$ cat src/shared/sclint_consts.vh
// Constants for the configuration loader with frame integrity checking
`ifndef SCLINT_CONSTS_VH
`define SCLINT_CONSTS_VH
`define SCLINT_ADDR_W 18
`define SCLINT_ADDR_FIRST 18'h00000
`define SCLINT_ADDR_LAST 18'h3ffff
`define SCLINT_CRC_W 16
`define SCLINT_CRC_POLY 16'h8005
`define SCLINT_CRC_INIT 16'h0000
`define SCLINT_FRAME_BYTES 16'h0010
`define SCLINT_INIT_CYCLES 8'h10
`define SCLINT_MODE_UP 1'b0
`define SCLINT_MODE_DOWN 1'b1
`define SCLINT_ST_IDLE 3'h0
`define SCLINT_ST_DATA 3'h1
`define SCLINT_ST_CRCHI 3'h2
`define SCLINT_ST_CRCLO 3'h3
`define SCLINT_ST_INIT 3'h4
`define SCLINT_ST_USER 3'h5
`define SCLINT_ST_ERROR 3'h6
`endif

$ cat src/verilog/sclint_crc_byte.v
// Byte-wide CRC update, most significant bit of the byte first
`include "sclint_consts.vh"
module sclint_crc_byte #(
  parameter CRC_W = `SCLINT_CRC_W,
  parameter [CRC_W-1:0] POLY = `SCLINT_CRC_POLY
) (
  input wire [CRC_W-1:0] crcIn, // Running check value
  input wire [7:0] dataIn, // Byte folded in
  output wire [CRC_W-1:0] crcOut // Updated check value
);
  wire [CRC_W-1:0] stage [0:8];
  assign stage[0] = crcIn;
  genvar i;
  generate
    for (i = 0; i < 8; i = i + 1) begin : gBit
      wire fb;
      assign fb = stage[i][CRC_W-1] ^ dataIn[7-i];
      assign stage[i+1] = {stage[i][CRC_W-2:0], 1'b0} ^ (fb ? POLY : {CRC_W{1'b0}});
    end
  endgenerate
  assign crcOut = stage[8];
endmodule // sclint_crc_byte

$ cat src/verilog/sclint_loader.v
// Active parallel configuration loader with frame check and error latch
`include "sclint_consts.vh"
module sclint_loader #(
  parameter ADDR_W = `SCLINT_ADDR_W,
  parameter CRC_W = `SCLINT_CRC_W,
  parameter [15:0] FRAME_BYTES = `SCLINT_FRAME_BYTES,
  parameter [7:0] INIT_CYCLES = `SCLINT_INIT_CYCLES
) (
  input wire clk_sys, // System clock, 100 MHz
  input wire rst_b, // Asynchronous reset, active low
  input wire configRequestN, // Configuration request, active low
  input wire countDownMode, // Low: count up, high: count down
  input wire supplyOk, // High while supply holds stored data
  input wire [7:0] memData, // Byte from configuration memory
  output reg [ADDR_W-1:0] memAddr, // Memory address, base sequence
  output reg memRead, // Address valid, data taken next edge
  output reg [7:0] cfgByte, // Byte written into configuration cells
  output reg cfgByteValid, // Pulse per stored configuration byte
  output reg userMode, // Device operates as user logic
  output reg configDone, // Load and init finished cleanly
  output wire configErrorFlagNOut, // Error status pin level
  output wire configErrorFlagNOe // Error pin driver enable
);
  reg [2:0] state_reg, state_next;
  reg [ADDR_W-1:0] addr_reg, addr_next;
  reg dir_reg, dir_next;
  reg last_reg, last_next;
  reg [15:0] cnt_reg, cnt_next;
  reg [CRC_W-1:0] crc_reg, crc_next;
  reg [7:0] crcHi_reg, crcHi_next;
  reg [7:0] init_reg, init_next;
  reg err_reg, err_next;
  wire [CRC_W-1:0] crcUpd;
  wire [ADDR_W-1:0] addrStart;
  wire [ADDR_W-1:0] addrEnd;
  wire fetch;

  sclint_crc_byte #(.CRC_W(CRC_W)) uCrc (
    .crcIn(crc_reg),
    .dataIn(memData),
    .crcOut(crcUpd)
  );

  // Open-drain status pin: only ever pulls low
  assign configErrorFlagNOut = 1'b0;
  assign configErrorFlagNOe = err_reg;

  assign addrStart = (dir_reg == `SCLINT_MODE_DOWN) ?
    `SCLINT_ADDR_LAST : `SCLINT_ADDR_FIRST;
  assign addrEnd = (dir_reg == `SCLINT_MODE_DOWN) ?
    `SCLINT_ADDR_FIRST : `SCLINT_ADDR_LAST;
  assign fetch = (state_reg == `SCLINT_ST_DATA) ||
    (state_reg == `SCLINT_ST_CRCHI) || (state_reg == `SCLINT_ST_CRCLO);

  always @* begin
    state_next = state_reg;
    addr_next = addr_reg;
    dir_next = dir_reg;
    last_next = last_reg;
    cnt_next = cnt_reg;
    crc_next = crc_reg;
    crcHi_next = crcHi_reg;
    init_next = init_reg;
    err_next = err_reg;
    // Request low aborts everything and clears the error
    if (!configRequestN) begin
      state_next = `SCLINT_ST_IDLE;
      err_next = 1'b0;
    // Supply loss stops operation and flags it
    end else if (!supplyOk) begin
      state_next = `SCLINT_ST_ERROR;
      err_next = 1'b1;
    end else begin
      case (state_reg)
        `SCLINT_ST_IDLE: begin
          // Request tied high starts a load automatically
          dir_next = countDownMode;
          addr_next = (countDownMode == `SCLINT_MODE_DOWN) ?
            `SCLINT_ADDR_LAST : `SCLINT_ADDR_FIRST;
          last_next = 1'b0;
          cnt_next = 16'h0000;
          crc_next = `SCLINT_CRC_INIT;
          state_next = `SCLINT_ST_DATA;
        end
        `SCLINT_ST_DATA: begin
          // Fold each data byte into the frame check
          crc_next = crcUpd;
          cnt_next = cnt_reg + 16'h0001;
          if (cnt_reg == FRAME_BYTES - 16'h0001) begin
            state_next = `SCLINT_ST_CRCHI;
          end
        end
        `SCLINT_ST_CRCHI: begin
          crcHi_next = memData;
          state_next = `SCLINT_ST_CRCLO;
        end
        `SCLINT_ST_CRCLO: begin
          cnt_next = 16'h0000;
          crc_next = `SCLINT_CRC_INIT;
          // Mismatch halts loading and latches the error
          if ({crcHi_reg, memData} != crc_reg) begin
            state_next = `SCLINT_ST_ERROR;
            err_next = 1'b1;
          end else if (last_reg) begin
            init_next = 8'h00;
            state_next = `SCLINT_ST_INIT;
          end else begin
            state_next = `SCLINT_ST_DATA;
          end
        end
        `SCLINT_ST_INIT: begin
          init_next = init_reg + 8'h01;
          if (init_reg == INIT_CYCLES - 8'h01) begin
            state_next = `SCLINT_ST_USER;
          end
        end
        `SCLINT_ST_USER: begin
          // Download side is ignored in user mode
          state_next = `SCLINT_ST_USER;
        end
        `SCLINT_ST_ERROR: begin
          // Stays here until a fresh request
          state_next = `SCLINT_ST_ERROR;
        end
        default: begin
          state_next = `SCLINT_ST_IDLE;
        end
      endcase
      // Step the address once per fetched byte
      if (fetch && !last_reg) begin
        if (addr_reg == addrEnd) begin
          last_next = 1'b1;
        end else if (dir_reg == `SCLINT_MODE_DOWN) begin
          addr_next = addr_reg - {{(ADDR_W-1){1'b0}}, 1'b1};
        end else begin
          addr_next = addr_reg + {{(ADDR_W-1){1'b0}}, 1'b1};
        end
      end
      // Range exhausted mid-frame: finish with the pending check
      if (state_reg == `SCLINT_ST_DATA && last_reg) begin
        state_next = `SCLINT_ST_CRCHI;
      end
    end
  end

  always @(posedge clk_sys or negedge rst_b) begin
    if (!rst_b) begin
      state_reg <= `SCLINT_ST_IDLE;
      addr_reg <= `SCLINT_ADDR_FIRST;
      dir_reg <= `SCLINT_MODE_UP;
      last_reg <= 1'b0;
      cnt_reg <= 16'h0000;
      crc_reg <= `SCLINT_CRC_INIT;
      crcHi_reg <= 8'h00;
      init_reg <= 8'h00;
      err_reg <= 1'b0;
      memAddr <= `SCLINT_ADDR_FIRST;
      memRead <= 1'b0;
      cfgByte <= 8'h00;
      cfgByteValid <= 1'b0;
      userMode <= 1'b0;
      configDone <= 1'b0;
    end else begin
      state_reg <= state_next;
      addr_reg <= addr_next;
      dir_reg <= dir_next;
      last_reg <= last_next;
      cnt_reg <= cnt_next;
      crc_reg <= crc_next;
      crcHi_reg <= crcHi_next;
      init_reg <= init_next;
      err_reg <= err_next;
      memAddr <= addr_next;
      memRead <= (state_next == `SCLINT_ST_DATA) ||
        (state_next == `SCLINT_ST_CRCHI) || (state_next == `SCLINT_ST_CRCLO);
      // Bytes only reach the cells while loading is healthy
      cfgByte <= memData;
      cfgByteValid <= (state_reg == `SCLINT_ST_DATA) && configRequestN &&
        supplyOk;
      // User mode only from a clean load
      userMode <= (state_next == `SCLINT_ST_USER);
      configDone <= (state_next == `SCLINT_ST_USER);
    end
  end
endmodule // sclint_loader
$ cat config.mk
export PLATFORM = sky130hd
export DESIGN_NAME = sclint_loader
export DESIGN_NICKNAME = d
export VERILOG_FILES = /design/src/verilog/sclint_crc_byte.v /design/src/verilog/sclint_loader.v
export VERILOG_INCLUDE_DIRS = /design/src /design/src/shared
export SDC_FILE = /design/constraint.sdc
export NUM_CORES = 1
export LEC_CHECK = 0
export ABC_AREA = 1
export BUFFER_PORTS_ARGS = -buffer_cell sky130_fd_sc_hd__buf_2
export CORE_MARGIN = 2
export CORE_UTILIZATION = 41
export DETAILED_ROUTE_END_ITERATION = 6
export SLEW_MARGIN = 20
export SYNTH_ARGS = -nofsm -noshare
export SYNTH_HDL_FRONTEND = slang
export SYNTH_SLANG_ARGS = --single-unit
$ cat constraint.sdc
create_clock -name clk_sys -period 3.25 [get_ports clk_sys]
set_clock_uncertainty 0.1 [all_clocks]
set_input_delay 0.975 -clock clk_sys [delete_from_list [all_inputs] [get_ports clk_sys]]
set_output_delay 0.975 -clock clk_sys [all_outputs]
set_load 0.005 [all_outputs]
# Word level (Yosys, flattened, before mapping)
# Cells that the tools add are included.
# W data, S select, Z words.
# op_classes
addsub,4
bitwise,16
reduce_logical,19
n_mux,34
n_eq_ne,18
# ops
operator,count
$mux W16,8
$xor A16 B16 Y16,8
$mux W18,6
$pmux W16 S2,2
$mux W3,7
$pmux W3 S7,1
$add A18 B1 Y18 const B,1
$eq A18 B18 Y1,1
$sub A18 B1 Y18 const B,1
$add A16 B1 Y16 const B,1
$eq A16 B4 Y1 const B,1
$mux W8,2
$ne A16 B16 Y1,1
$pmux W8 S2,1
$eq A3 B2 Y1 const B,4
$eq A3 B3 Y1 const B,4
$reduce_and A3 Y1,3
$add A8 B1 Y8 const B,1
$eq A8 B4 Y1 const B,1
$xor A1 B1 Y1,8
$mux W1,7
$eq A3 B1 Y1 const B,2
$ne A3 B2 Y1 const B,2
$reduce_and A5 Y1,1
8 further kinds,17
# word_totals
register_bits,83
in_bits,13
word_cells,104
output_inout_bits,32

# Logic depth before layout (Yosys ltp)
# Gate-level depths: netlist of the first run.
# depth
ltp_word,25
depth_mapped,19
mapped_depth_nobuf,19

# Cells and area by module
# A second synthesis of the first run with hierarchy kept.
# hier_totals
cells_unflattened,828
area_unflattened_um2,5860.6
# modules_own_cells
mod,n_inst,area_per_inst_um2,cells_per_inst
sclint_loader,1,5362.6,752
sclint_crc_byte,1,498.0,76

# Least setup slack after synthesis of the first run
# No wires, ideal clock.
# synth_path
kind,reg-to-reg
start,reg dir_reg
end,reg addr_reg[7]
synth_period_minus_slack_ps,2553
n_path_buf,0
t_required_ps,3027
arrival_ps,2330
stages_incl_launch_ff,13
path_slack_ps,697
setup_ps,123
path_cell_list,dfrtp_1 ha_1 inv_1 nor3_1 nand4_1 nor3_1 nand2_1 inv_2 nor2_2 o21ai_2 nand2_1 o21ai_0 nand2_1
# synth_via
elab_chain_cells,4
word_cells_on_any_way,5
classes_between,eq/ne (1); mux (4)
# synth_rtl
item,line,text
from (decl),sclint_loader.v:26,"reg dir_reg, dir_next;"
from (signal assigned),sclint_loader.v:150,dir_reg <= `SCLINT_MODE_UP;
from (signal assigned),sclint_loader.v:166,dir_reg <= dir_next;
$mux W18 (no line),n/a,
$eq A18 B18 Y1,sclint_loader.v:131,if (addr_reg == addrEnd) begin
$mux W18 *,sclint_loader.v:131,
$mux W18 *,sclint_loader.v:130,if (fetch && !last_reg) begin
to (signal assigned),sclint_loader.v:149,addr_reg <= `SCLINT_ADDR_FIRST;
to (signal assigned),sclint_loader.v:165,addr_reg <= addr_next;
to (decl),sclint_loader.v:25,"reg [ADDR_W-1:0] addr_reg, addr_next;"
# Every way passes the cells marked *; elsewhere a longest branch is shown, timed or not.
# A chain may end at the register's enable or synchronous reset.

# Worst setup path after layout of the first run
# Ends and elaborated chain as after synthesis.

==> results.ini, run 1 <==
[sta]
whs_ns = 0.385
max-slew-margin-rel_pct = 62.7
maxSlewViolCount = 0
finalWorstSetupSlack_ns = 0.321
tightest_slew_ns = 0.559
fmax_mhz = 341
setup_viol = 0
fin_crit_sh_pct = 90.1
fin_crit_ns = 2.93
finalHoldViolCount = 0
fin_setup_tns_ns = 0
rsz0062_at_grt = false

[pwr]
p_leak_nw = 3.03
p_sw_share_pct = 37.3
internal_power_mw = 2.49
p_clk_share_pct = 27.8
powerDensity_nw_per_um2 = 667
switchingPower_mw = 1.48
irDropWorstVdd_mv = 0.248
p_seq_share_pct = 34.7
combPwrFrac_pct = 37.5

[synth]
synth_seq_cells = 83
syn_avg_cell_area_um2 = 7.56
synthCells = 684
yosys_warnings = 0
synth-edff-count = 0
async_flop_share_pct = 100
syn_area_um2 = 5170
synth-main-ff-cell = dfrtp_1
ys_seq_area_share_pct = 40.2
synthTopCellsByArea = dfrtp_1 (40%), nand2_1 (11%), inv_1 (7.0%)
ys_types = 46
synth_top_area_share_pct = 40.2
synth_nets = 716
synth_largest_area_cell = dfrtp_1

[floorplanning]
ioPinCount = 45
die_y_um = 116
die_area_um2 = 13500
start_util_pct = 41.5
placementRows = 41
die_w_um = 116
core_area_um2 = 12500

[critical_path]
cpMostUsedCell = nand2_1
cp_max_fo = 18
r2r_setup_slack_ns = 0.32
slowest_stage = dfrtp_2
r2r_end = addr_reg[7]
cpLargestDelayFamily = simple AND/OR/NAND/NOR gates
path_buf_inv = 2
crit_chain = ha_1, inv_1, nor3_1, nand4_1, nor3_1, nand2_1, inv_2, nor2_2, o21ai_2, nand2_1, o21ai_0, nand2_1
cp-start-kind = flop
cp_slowest_stage_delay_ns = 0.56
end_kind = flop
crit_type = reg2reg
required_ns = 3.38
worstPathArrival_ns = 3.06
rr_worst_depth = 12
regToRegStartpoint = dir_reg

[place]
dp_hpwl_mm = 9.42
place_ws_ns = 0.189
place_inst = 900
place_area_um2 = 5640
port_buffers = 43
place.gp.congestion = 0.944

[clock_tree]
cts_buffers = 9
numClockSinks = 83
clockBufferDepth = 2
clk_latency_ns = 0.34
cts-root-buf = clkbuf_16
cts_max_level = 3
clkTransAtPathRegs_ns = 0.06
postCtsSetupBuffers = 0
cts_tree = yes

[finish]
layout.cells.non_filler = 914
stdcell_area_um2 = 5950
multi_input_comb_area_um2 = 2660
synthToLayoutAreaGrowth_pct = 15.2
diodes = 0
largest_reg_flops = 18
drive_gt1_share_pct = 13.9
regArea_um2 = 2080
nets = 771
fillCellCount = 1246

[worst_hold_path]
hold_depth = 1
hp-class = reg2reg
min_delay_worst_endpoint = cnt_reg[8]
hp-start = cnt_reg[8]

[drt]
wl_met1_mm = 5.88
drcViolationCount = 0
vias = 4661
wl_met2_mm = 6.01
avgViaCountPerCell = 5.10
wl_met3_um = 381
first_pass_iters = 5
totalWireLength_mm = 12.5
first_iter_violations = 368
highest_layer = met4
ant_nets = 0
post_drt_wl_per_cell_um = 13.7

[global_routing]
globalRouteTotalUtil_pct = 20.0
grt_pass1_vias = 4574
grt_start_max_net_pins = 44
grt_pass1_wl_mm = 21.3
antenna_found_initial = 0
grt.overflow.total = 0

[job]
max_cap_viol_count = 0

[outcome]
status = finished, final reports clean

==> cells by family (layout without fill, tap and decap cells) <==
group / count (synthesis) / in the layout / share of synthesized area [%]
muxes: 3 / 3 / 0.653
AOI/OAI and AO/OA: 127 / 127 / 13.9
xor gates and xnor gates: 37 / 37 / 6.27
other: 1 / 1 / 0.0725
buffers and inverters: 114 / 172 / 8.42
adders and majority gates: 19 / 19 / 4.74
and+or+nand+nor: 300 / 300 / 25.8
DFF: 83 / 83 / 40.2
==> worst max-delay path by stage <==
stage	start	endpoint	slack, ns	cells past startpoint
floorplan	dir_reg	addr_reg[7]	0.70	12
global placement	dir_reg	addr_reg[15]	0.23	11
detailed placement	dir_reg	addr_reg[15]	0.19	11
CTS	dir_reg	addr_reg[7]	0.18	12
global route	dir_reg	addr_reg[7]	0.10	12
finish	dir_reg	addr_reg[7]	0.32	12
==> layout make-up <==
class,instances,area share [%]
multi-input combinational,487,44.6
inverter,105,6.62
tap,172,3.61
clock buffer,12,4.31
timing repair buffer,53,4.92
clock inverter,2,1.01
sequential,83,34.9
==> through the flow <==
stage	total power [mW]	util (%)
after global placement	2.84	45.2
after floorplan	2.42	-
after global routing	4.26	47.8
final	3.97	47.8
after detailed placement	2.86	45.2
after CTS	3.99	47.8
==> synthesized netlist by cell type (3+ instances only) <==
| master | n |
|---|---|
| a21oi_1 | 38 |
| clkbuf_1 | 7 |
| dfrtp_1 | 83 |
| ha_1 | 18 |
| inv_1 | 97 |
| inv_2 | 6 |
| mux2_2 | 3 |
| nand2_1 | 158 |
| nand2_2 | 12 |
| nand3_1 | 38 |
| nand3_2 | 3 |
| nand4_1 | 9 |
| nor2_1 | 45 |
| nor2_2 | 6 |
| nor3_1 | 17 |
| nor3b_1 | 3 |
| nor4_1 | 4 |
| o21ai_0 | 48 |
| o21ai_1 | 6 |
| o22ai_1 | 14 |
| xnor2_1 | 19 |
| xor2_1 | 18 |
==> worst reg2reg max path, delay by kind of cell (launching register included) <==
kind | cells | cell delay [ns]
AND/OR/NAND/NOR | 7 | 1.04
flip-flops | 1 | 0.56
AO/OA/AOI/OAI | 2 | 0.42
buffers and inverters | 2 | 0.26
adder cells (fa/ha/maj) | 1 | 0.43
==> timing repair <==
| item | CTS | global route |
|---|---|---|
| hold buffers | 0 | 0 |
| gates resized for setup | 0 | 1 |
| setup endpoints to repair | 0 | 6 |
==> routing by layer <==
layer  track usage [%]  vias to the layer above
met5                 0                        -
met4              7.30                        0
met3              3.48                       25
met2              33.6                       88
met1              26.1                     2198
li1                  -                     2350
==> cells in the final DEF (no fill, tap or decap), types with 12 or more instances in the layout <==
| cell | Yosys | routed |
|---|---|---|
| nand3_1 | 38 | 38 |
| nor2_1 | 45 | 45 |
| o21ai_0 | 48 | 48 |
| inv_1 | 97 | 97 |
| a21oi_1 | 38 | 38 |
| nor3_1 | 17 | 17 |
| xnor2_1 | 19 | 19 |
| nand2_2 | 12 | 12 |
| nand2_1 | 158 | 158 |
| ha_1 | 18 | 18 |
| buf_2 | 0 | 42 |
| o22ai_1 | 14 | 14 |
| xor2_1 | 18 | 18 |
| dfrtp_1 | 83 | 82 |
==> power by group through the flow <==
stage                     clock (mW)  sequential (mW)  combinational [mW]
after global placement             0             1.39                1.45
after CTS                       1.13             1.38                1.48
final                           1.11             1.38                1.49
after floorplan                    0             1.36                1.06
after global routing            1.17             1.41                1.68
after detailed placement           0             1.39                1.47
Power figures use the tool's default switching activity.
==> inputs of run 2 (changes only) <==
ABC_AREA = unset   (was 1)
clock period = 2.6 ns   (was 3.25 ns; I/O delays follow)
==> run 2 against run 1 <==
Sequential power rose by 31%. Cell count fell by 19%. Count of clock-buffer cells in the layout fell by 2. Synthesized cell count fell by 30%. Die area fell by 9.4%. Synthesized area fell by 9.8%. Sequential share of layout area fell by 2.2 points. Critical path type is now in2reg. Cell area rose by 6.8%. Critical path depth fell by 4. Register-to-register slack got worse by 0.30 ns. Combinational power rose by 120%. Non-clock buffer count rose by 71.
==> results.ini, run 2 <==
[critical_path]
cp_max_fo = 8  ; -10
crit_chain = buf_2, xor2_1, nor4_2, nand4_1, or4_4, a31oi_4, o211ai_4, mux2_4
cp-start-kind = input pin
regToRegStartpoint = dir_reg
rr_worst_depth = 11  ; -1
r2r_setup_slack_ns = 0.02  ; -0.30 ns
slowest_stage = or4_4
r2r_end = addr_reg[17]
crit_type = in2reg
end_kind = flop
required_ns = 2.73  ; -0.65 ns
cp_slowest_stage_delay_ns = 0.46  ; -0.10 ns
worstPathArrival_ns = 2.71  ; -0.35 ns

[floorplanning]
start_util_pct = 42.5  ; +1.0 points
die_y_um = 111  ; -4.8%
ioPinCount = 45  ; unchanged
die_w_um = 111  ; -4.8%
core_area_um2 = 11000  ; -12%
placementRows = 38  ; -7.3%
die_area_um2 = 12200  ; -9.4%

[sta]
fmax_mhz = 387
fin_crit_sh_pct = 99.3
tightest_slew_ns = 0.630  ; +0.0709 ns
max-slew-margin-rel_pct = 57.8  ; -4.9 points
rsz0062_at_grt = true
fin_crit_ns = 2.58
finalHoldViolCount = 0  ; unchanged
maxSlewViolCount = 0  ; unchanged
setup_viol = 0  ; unchanged
fin_setup_tns_ns = 0  ; unchanged

[finish]
final_cell_mix = dfrtp_1 (82), buf_4 (72), buf_2 (41), o21ai_0 (36), nand2_1 (33)
final_common_cell = dfrtp_1
largest_reg_flops = 18  ; unchanged
layout.cells.non_filler = 743  ; -19%
diodes = 0  ; unchanged
synthToLayoutAreaGrowth_pct = 36.3
nets = 630  ; -18%
drive_gt1_share_pct = 33.8  ; +20 points

[global_routing]
busiest_layer = met2
antenna_found_initial = 0  ; unchanged
grt_pass1_wl_mm = 20.1  ; -5.9%
grt_start_max_net_pins = 42  ; -4.5%
met3_usage_pct = 3.12  ; -0.36 points
grt.overflow.total = 0  ; unchanged
grt_pass1_vias = 4133  ; -9.6%
grt.met2_usage_pct = 32.9  ; -0.68 points
use_met1_pct = 26.4  ; +0.23 points
globalRouteTotalUtil_pct = 20.0  ; -0.035 points

[synth]
synthCells = 476  ; -30%
async_flop_share_pct = 100  ; unchanged
synth_top_area_share_pct = 44.5  ; +4.3 points
synth_top_cells_by_count = dfrtp_1 (83), o21ai_0 (48), a21oi_1 (38)
synth_most_common_cell = dfrtp_1
synth-edff-count = 0  ; unchanged
synth_seq_cells = 83  ; unchanged
synth_largest_area_cell = dfrtp_1
syn_avg_cell_area_um2 = 9.80  ; +30%
synth_nets = 508  ; -29%
synthTopCellsByArea = dfrtp_1 (45%), xor2_1 (6.0%), xnor2_1 (5.8%)
yosys_warnings = 0  ; unchanged
ys_seq_area_share_pct = 44.5  ; +4.3 points
syn_area_um2 = 4670  ; -9.8%
synth-main-ff-cell = dfrtp_1
ys_types = 57  ; +24%

[pwr]
p_leak_nw = 2.84  ; -6.3%
powerDensity_nw_per_um2 = 997  ; +49%
irDropWorstVdd_mv = 0.648  ; +160%
internal_power_mw = 3.95  ; +58%
p_sw_share_pct = 37.7  ; +0.46 points
combPwrFrac_pct = 52.2  ; +15 points
switchingPower_mw = 2.39  ; +62%
p_seq_share_pct = 28.5  ; -6.2 points
p_clk_share_pct = 19.4  ; -8.4 points

[drt]
drcViolationCount = 0  ; unchanged
post_drt_wl_per_cell_um = 16.1  ; +17%
first_pass_iters = 4  ; -1
totalWireLength_mm = 11.9  ; -4.8%
ant_nets = 0  ; unchanged
first_iter_violations = 119  ; -68%
vias = 4012  ; -14%
avgViaCountPerCell = 5.40  ; +5.9%

[place]
place.gp.congestion = 0.871  ; -7.7%
port_buffers = 43  ; unchanged
dp_hpwl_mm = 8.23  ; -13%
place_inst = 716  ; -20%

[clock_tree]
cts_tree = yes
numClockSinks = 83  ; unchanged
clkTransAtPathRegs_ns = 0.06  ; about the same
clk_latency_ns = 0.35  ; about the same
cts_buffers = 9  ; unchanged
cts_max_level = 3  ; unchanged
clockBufferDepth = 2  ; unchanged
holdBufCountCts = 0  ; unchanged
cts-root-buf = clkbuf_16

[outcome]
status = finished, final reports clean

[worst_hold_path]
hp-class = in2async

[job]
max_cap_viol_count = 0  ; unchanged

## run 2: layout make-up
class	instances	area [um^2]
repair buffers	124	905
multi-input cells	367	2870
fillers	938	4620
clock buffers	10	239
clock inverters	6	46.3
well taps	140	175
flip-flops and latches	83	2080
inverters	13	48.8
## run 2: critical path, delay by kind of cell
| family | cells | cell delay, ns |
|---|---|---|
| simple gates | 3 | 0.93 |
| mux | 1 | 0.35 |
| xor+xnor | 1 | 0.15 |
| compound gates | 2 | 0.39 |
| buf+inv | 1 | 0.11 |
## run 2: worst max-delay path by stage
| stage | cells after the start | slack (ns) | to | startpoint |
|---|---|---|---|---|
| after detailed placement | 8 | -0.44 | crcHi_reg[6] | memData[3] |
| after global routing | 11 | -0.07 | addr_reg[14] | dir_reg |
| after floorplan | 7 | -0.03 | crcHi_reg[0] | memData[1] |
| final | 8 | 0.02 | crcHi_reg[1] | memData[4] |
| after CTS | 11 | -0.02 | addr_reg[16] | dir_reg |
| after global placement | 8 | -0.39 | crcHi_reg[3] | memData[3] |
## run 2: through the flow
stage          hold slack [ns]  cell area (um^2)  setup WS [ns]  total power, mW  utilization [%]
2_1_floorplan            0.349              4670        -0.0322             3.36                -
3_3_place_gp             0.376              5560         -0.390             4.34             50.6
3_5_place_dp             0.373              5560         -0.441             4.40             50.6
4_1_cts                  0.294              6210        -0.0236             6.11             56.5
5_1_grt                  0.321              6360        -0.0683             6.78             57.9
6_report                 0.290              6360         0.0193             6.34             57.9
## run 2: kinds of logic after synthesis
logic type	Yosys count	share of synthesized area [%]
adder cells (fa/ha/maj)	19	5.26
buffers and inverters	27	2.36
AO/OA/AOI/OAI	133	17.8
other	1	0.0804
AND/OR/NAND/NOR	140	15.2
flip-flops	83	44.5
XOR/XNOR	63	11.8
multiplexers	10	3.00
## run 2: timing repair
action                                  in CTS  in global routing
gates cloned                                 0                  1
endpoints found under the setup margin      24                 25
setup buffers                                8                  3
gates resized for setup                     43                 37
pin swaps                                    9                 12
## run 2: routing by layer
layer	vias up	wire length, um
met5	-	0
met4	0	207
met3	17	285
met2	55	5960
met1	1986	5490
li1	1954	-
## run 2: power by group through the flow
stage          Clock (mW)  Combinational, mW  Sequential [mW]
4_1_cts              1.26               3.06             1.79
5_1_grt              1.32               3.63             1.84
3_3_place_gp            0               2.57             1.77
6_report             1.23               3.31             1.81
2_1_floorplan           0               1.61             1.74
3_5_place_dp            0               2.63             1.78
==> inputs of run 3 (changes only) <==
SETUP_SLACK_MARGIN = 0.05   (was unset)
==> run 3 against run 2 <==
The run now ends with negative setup slack left. Critical path depth up 3. Register-to-register slack worse by 0.05 ns. Combinational power up 2%. Non-clock buffer count up 2. Utilization up 0.43 points. Critical path type is now reg2reg. Critical endpoint is now addr_reg[14].
==> results.ini, run 3 (synthesized netlist as in run 2, its figures left out) <==
[drt]
avgViaCountPerCell = 5.41  ; +0.18%
first_pass_iters = 4  ; unchanged
ant_nets = 0  ; unchanged
post_drt_wl_per_cell_um = 16.2  ; +0.95%
first_iter_violations = 137  ; +15%
drcViolationCount = 0  ; unchanged
vias = 4030  ; +0.45%
totalWireLength_mm = 12.1  ; +1.2%

[place]
port_buffers = 43  ; unchanged
dp_hpwl_mm = 8.23  ; unchanged
place_inst = 716  ; unchanged
place.gp.congestion = 0.871  ; unchanged

[sta]
fmax_mhz = 379  ; -2.1%
rsz0062_at_grt = true
maxSlewViolCount = 0  ; unchanged
whs_ns = 0.281  ; -0.00959 ns
max-slew-margin-rel_pct = 58.9  ; +1.0 points
finalWorstSetupSlack_ns = -0.0352  ; -0.0545 ns
fin_crit_sh_pct = 101  ; +2.1 points
finalHoldViolCount = 0  ; unchanged
setup_viol = 4  ; +4
fin_crit_ns = 2.64  ; +0.0545 ns
tightest_slew_ns = 0.615  ; -0.0156 ns

[clock_tree]
clkTransAtPathRegs_ns = 0.06  ; about the same
clockBufferDepth = 2  ; unchanged
cts_max_level = 3  ; unchanged
clk_latency_ns = 0.35  ; about the same
cts-root-buf = clkbuf_16
cts_buffers = 9  ; unchanged
cts_tree = yes
numClockSinks = 83  ; unchanged

[finish]
final_cell_mix = dfrtp_1 (82), buf_4 (74), buf_2 (40), o21ai_0 (36), nand2_1 (34)
drive_gt1_share_pct = 34.4  ; +0.55 points
largest_reg_flops = 18  ; unchanged
diodes = 0  ; unchanged
final_common_cell = dfrtp_1
synthToLayoutAreaGrowth_pct = 37.3
layout.cells.non_filler = 745  ; +0.27%
nets = 632  ; +0.32%

[pwr]
p_clk_share_pct = 19.3  ; about the same
irDropWorstVdd_mv = 0.657  ; +1.5%
p_leak_nw = 2.86  ; +0.74%
p_sw_share_pct = 37.7  ; about the same
internal_power_mw = 3.99  ; +0.94%
combPwrFrac_pct = 52.5  ; +0.3 points
p_seq_share_pct = 28.2  ; -0.3 points
powerDensity_nw_per_um2 = 999  ; +0.19%
switchingPower_mw = 2.41  ; +0.94%

[floorplanning]
die_w_um = 111  ; unchanged
start_util_pct = 42.5  ; unchanged
placementRows = 38  ; unchanged
core_area_um2 = 11000  ; unchanged
ioPinCount = 45  ; unchanged
die_y_um = 111  ; unchanged
die_area_um2 = 12200  ; unchanged

[global_routing]
grt_pass1_wl_mm = 20.4  ; +1.5%
globalRouteTotalUtil_pct = 20.4  ; +0.36 points
grt_start_max_net_pins = 42  ; unchanged
antenna_found_initial = 0  ; unchanged
grt_pass1_vias = 4225  ; +2.2%
grt.overflow.total = 0  ; unchanged

[outcome]
violations = negative setup slack
status = finished with violations

[critical_path]
end_kind = flop
slowest_stage = dfrtp_4
worstPathArrival_ns = 2.76  ; +0.05 ns
required_ns = 2.72  ; about the same
crit_type = reg2reg
path_buf_inv = 3  ; +2
cp_max_fo = 5  ; -3
cpLargestDelayFamily = simple AND/OR/NAND/NOR gates
cp_slowest_stage_delay_ns = 0.51  ; +0.05 ns
crit_chain = buf_12, ha_4, nand4_1, nor3_2, nor4b_4, nor4_4, buf_4, buf_6, a22o_1, a22oi_2, o21ai_1
cp-start-kind = flop

[worst_hold_path]
hp-class = in2async

[job]
max_cap_viol_count = 0  ; unchanged

run 3: path summary, 6_finish.rpt:
check | cells past startpoint | startpoint | end | slack (ns)
min reg2reg | 1 | init_reg[7] | init_reg[7] | 0.38
min in group clk_sys | 1 | init_reg[7] | init_reg[7] | 0.38
max reg2reg | 11 | dir_reg | addr_reg[14] | -0.04
max in group asynchronous | 2 | rst_b | cnt_reg[7] | 1.53
min | 1 | rst_b | init_reg[5] | 0.28
max | 11 | dir_reg | addr_reg[14] | -0.04
run 3: through the flow:
stage	total power, mW	TNS (ns)	setup WS, ns	utilization [%]	cell area [um^2]
finish	6.40	-0.0693	-0.0352	58.3	6410
global route	6.84	-0.781	-0.134	58.3	6410
detailed placement	4.40	-7.63	-0.441	50.6	5560
CTS	6.19	-0.0251	-0.0228	57.2	6280
global placement	4.34	-6.18	-0.390	50.6	5560
floorplan	3.36	-0.258	-0.0322	-	4670
run 3: cell type report:
type / count / area (um^2)
clock buffer: 10 / 239
clock inverter: 6 / 46.3
fill: 931 / 4580
inverter: 13 / 48.8
multi-input combinational: 367 / 2880
sequential: 83 / 2080
tap: 140 / 175
timing repair buffer: 126 / 938
run 3: power groups by stage:
stage          combinational, mW  clock, mW  sequential [mW]
2_1_floorplan               1.61          0             1.74
6_report                    3.36       1.23             1.81
3_3_place_gp                2.57          0             1.77
5_1_grt                     3.68       1.32             1.84
4_1_cts                     3.14       1.26             1.79
3_5_place_dp                2.63          0             1.78
run 3: what timing repair did:
action,in CTS,in global routing
hold buffers,0,0
setup buffers,11,2
endpoints found under the hold margin,0,0
gates cloned,0,1
pin swaps,13,11
setup endpoints to repair,25,26
gates resized for setup,59,24
run 3: worst register-to-register path, cell delays in order (launching register included):
cell and delay (ns):
dfrtp_4 0.51, buf_12 0.16, ha_4 0.27, nand4_1 0.18
nor3_2 0.20, nor4b_4 0.31, nor4_4 0.09, buf_4 0.16
buf_6 0.11, a22o_1 0.19, a22oi_2 0.14, o21ai_1 0.10
run 3: metal layers:
layer / vias to the layer above / GRT usage [%] / wire length [um]
met4: 0 / 8.58 / 274
met2: 66 / 33.9 / 5960
met3: 23 / 3.34 / 326
li1: 1964 / - / -
met5: - / 0 / 0
met1: 1977 / 26.4 / 5530
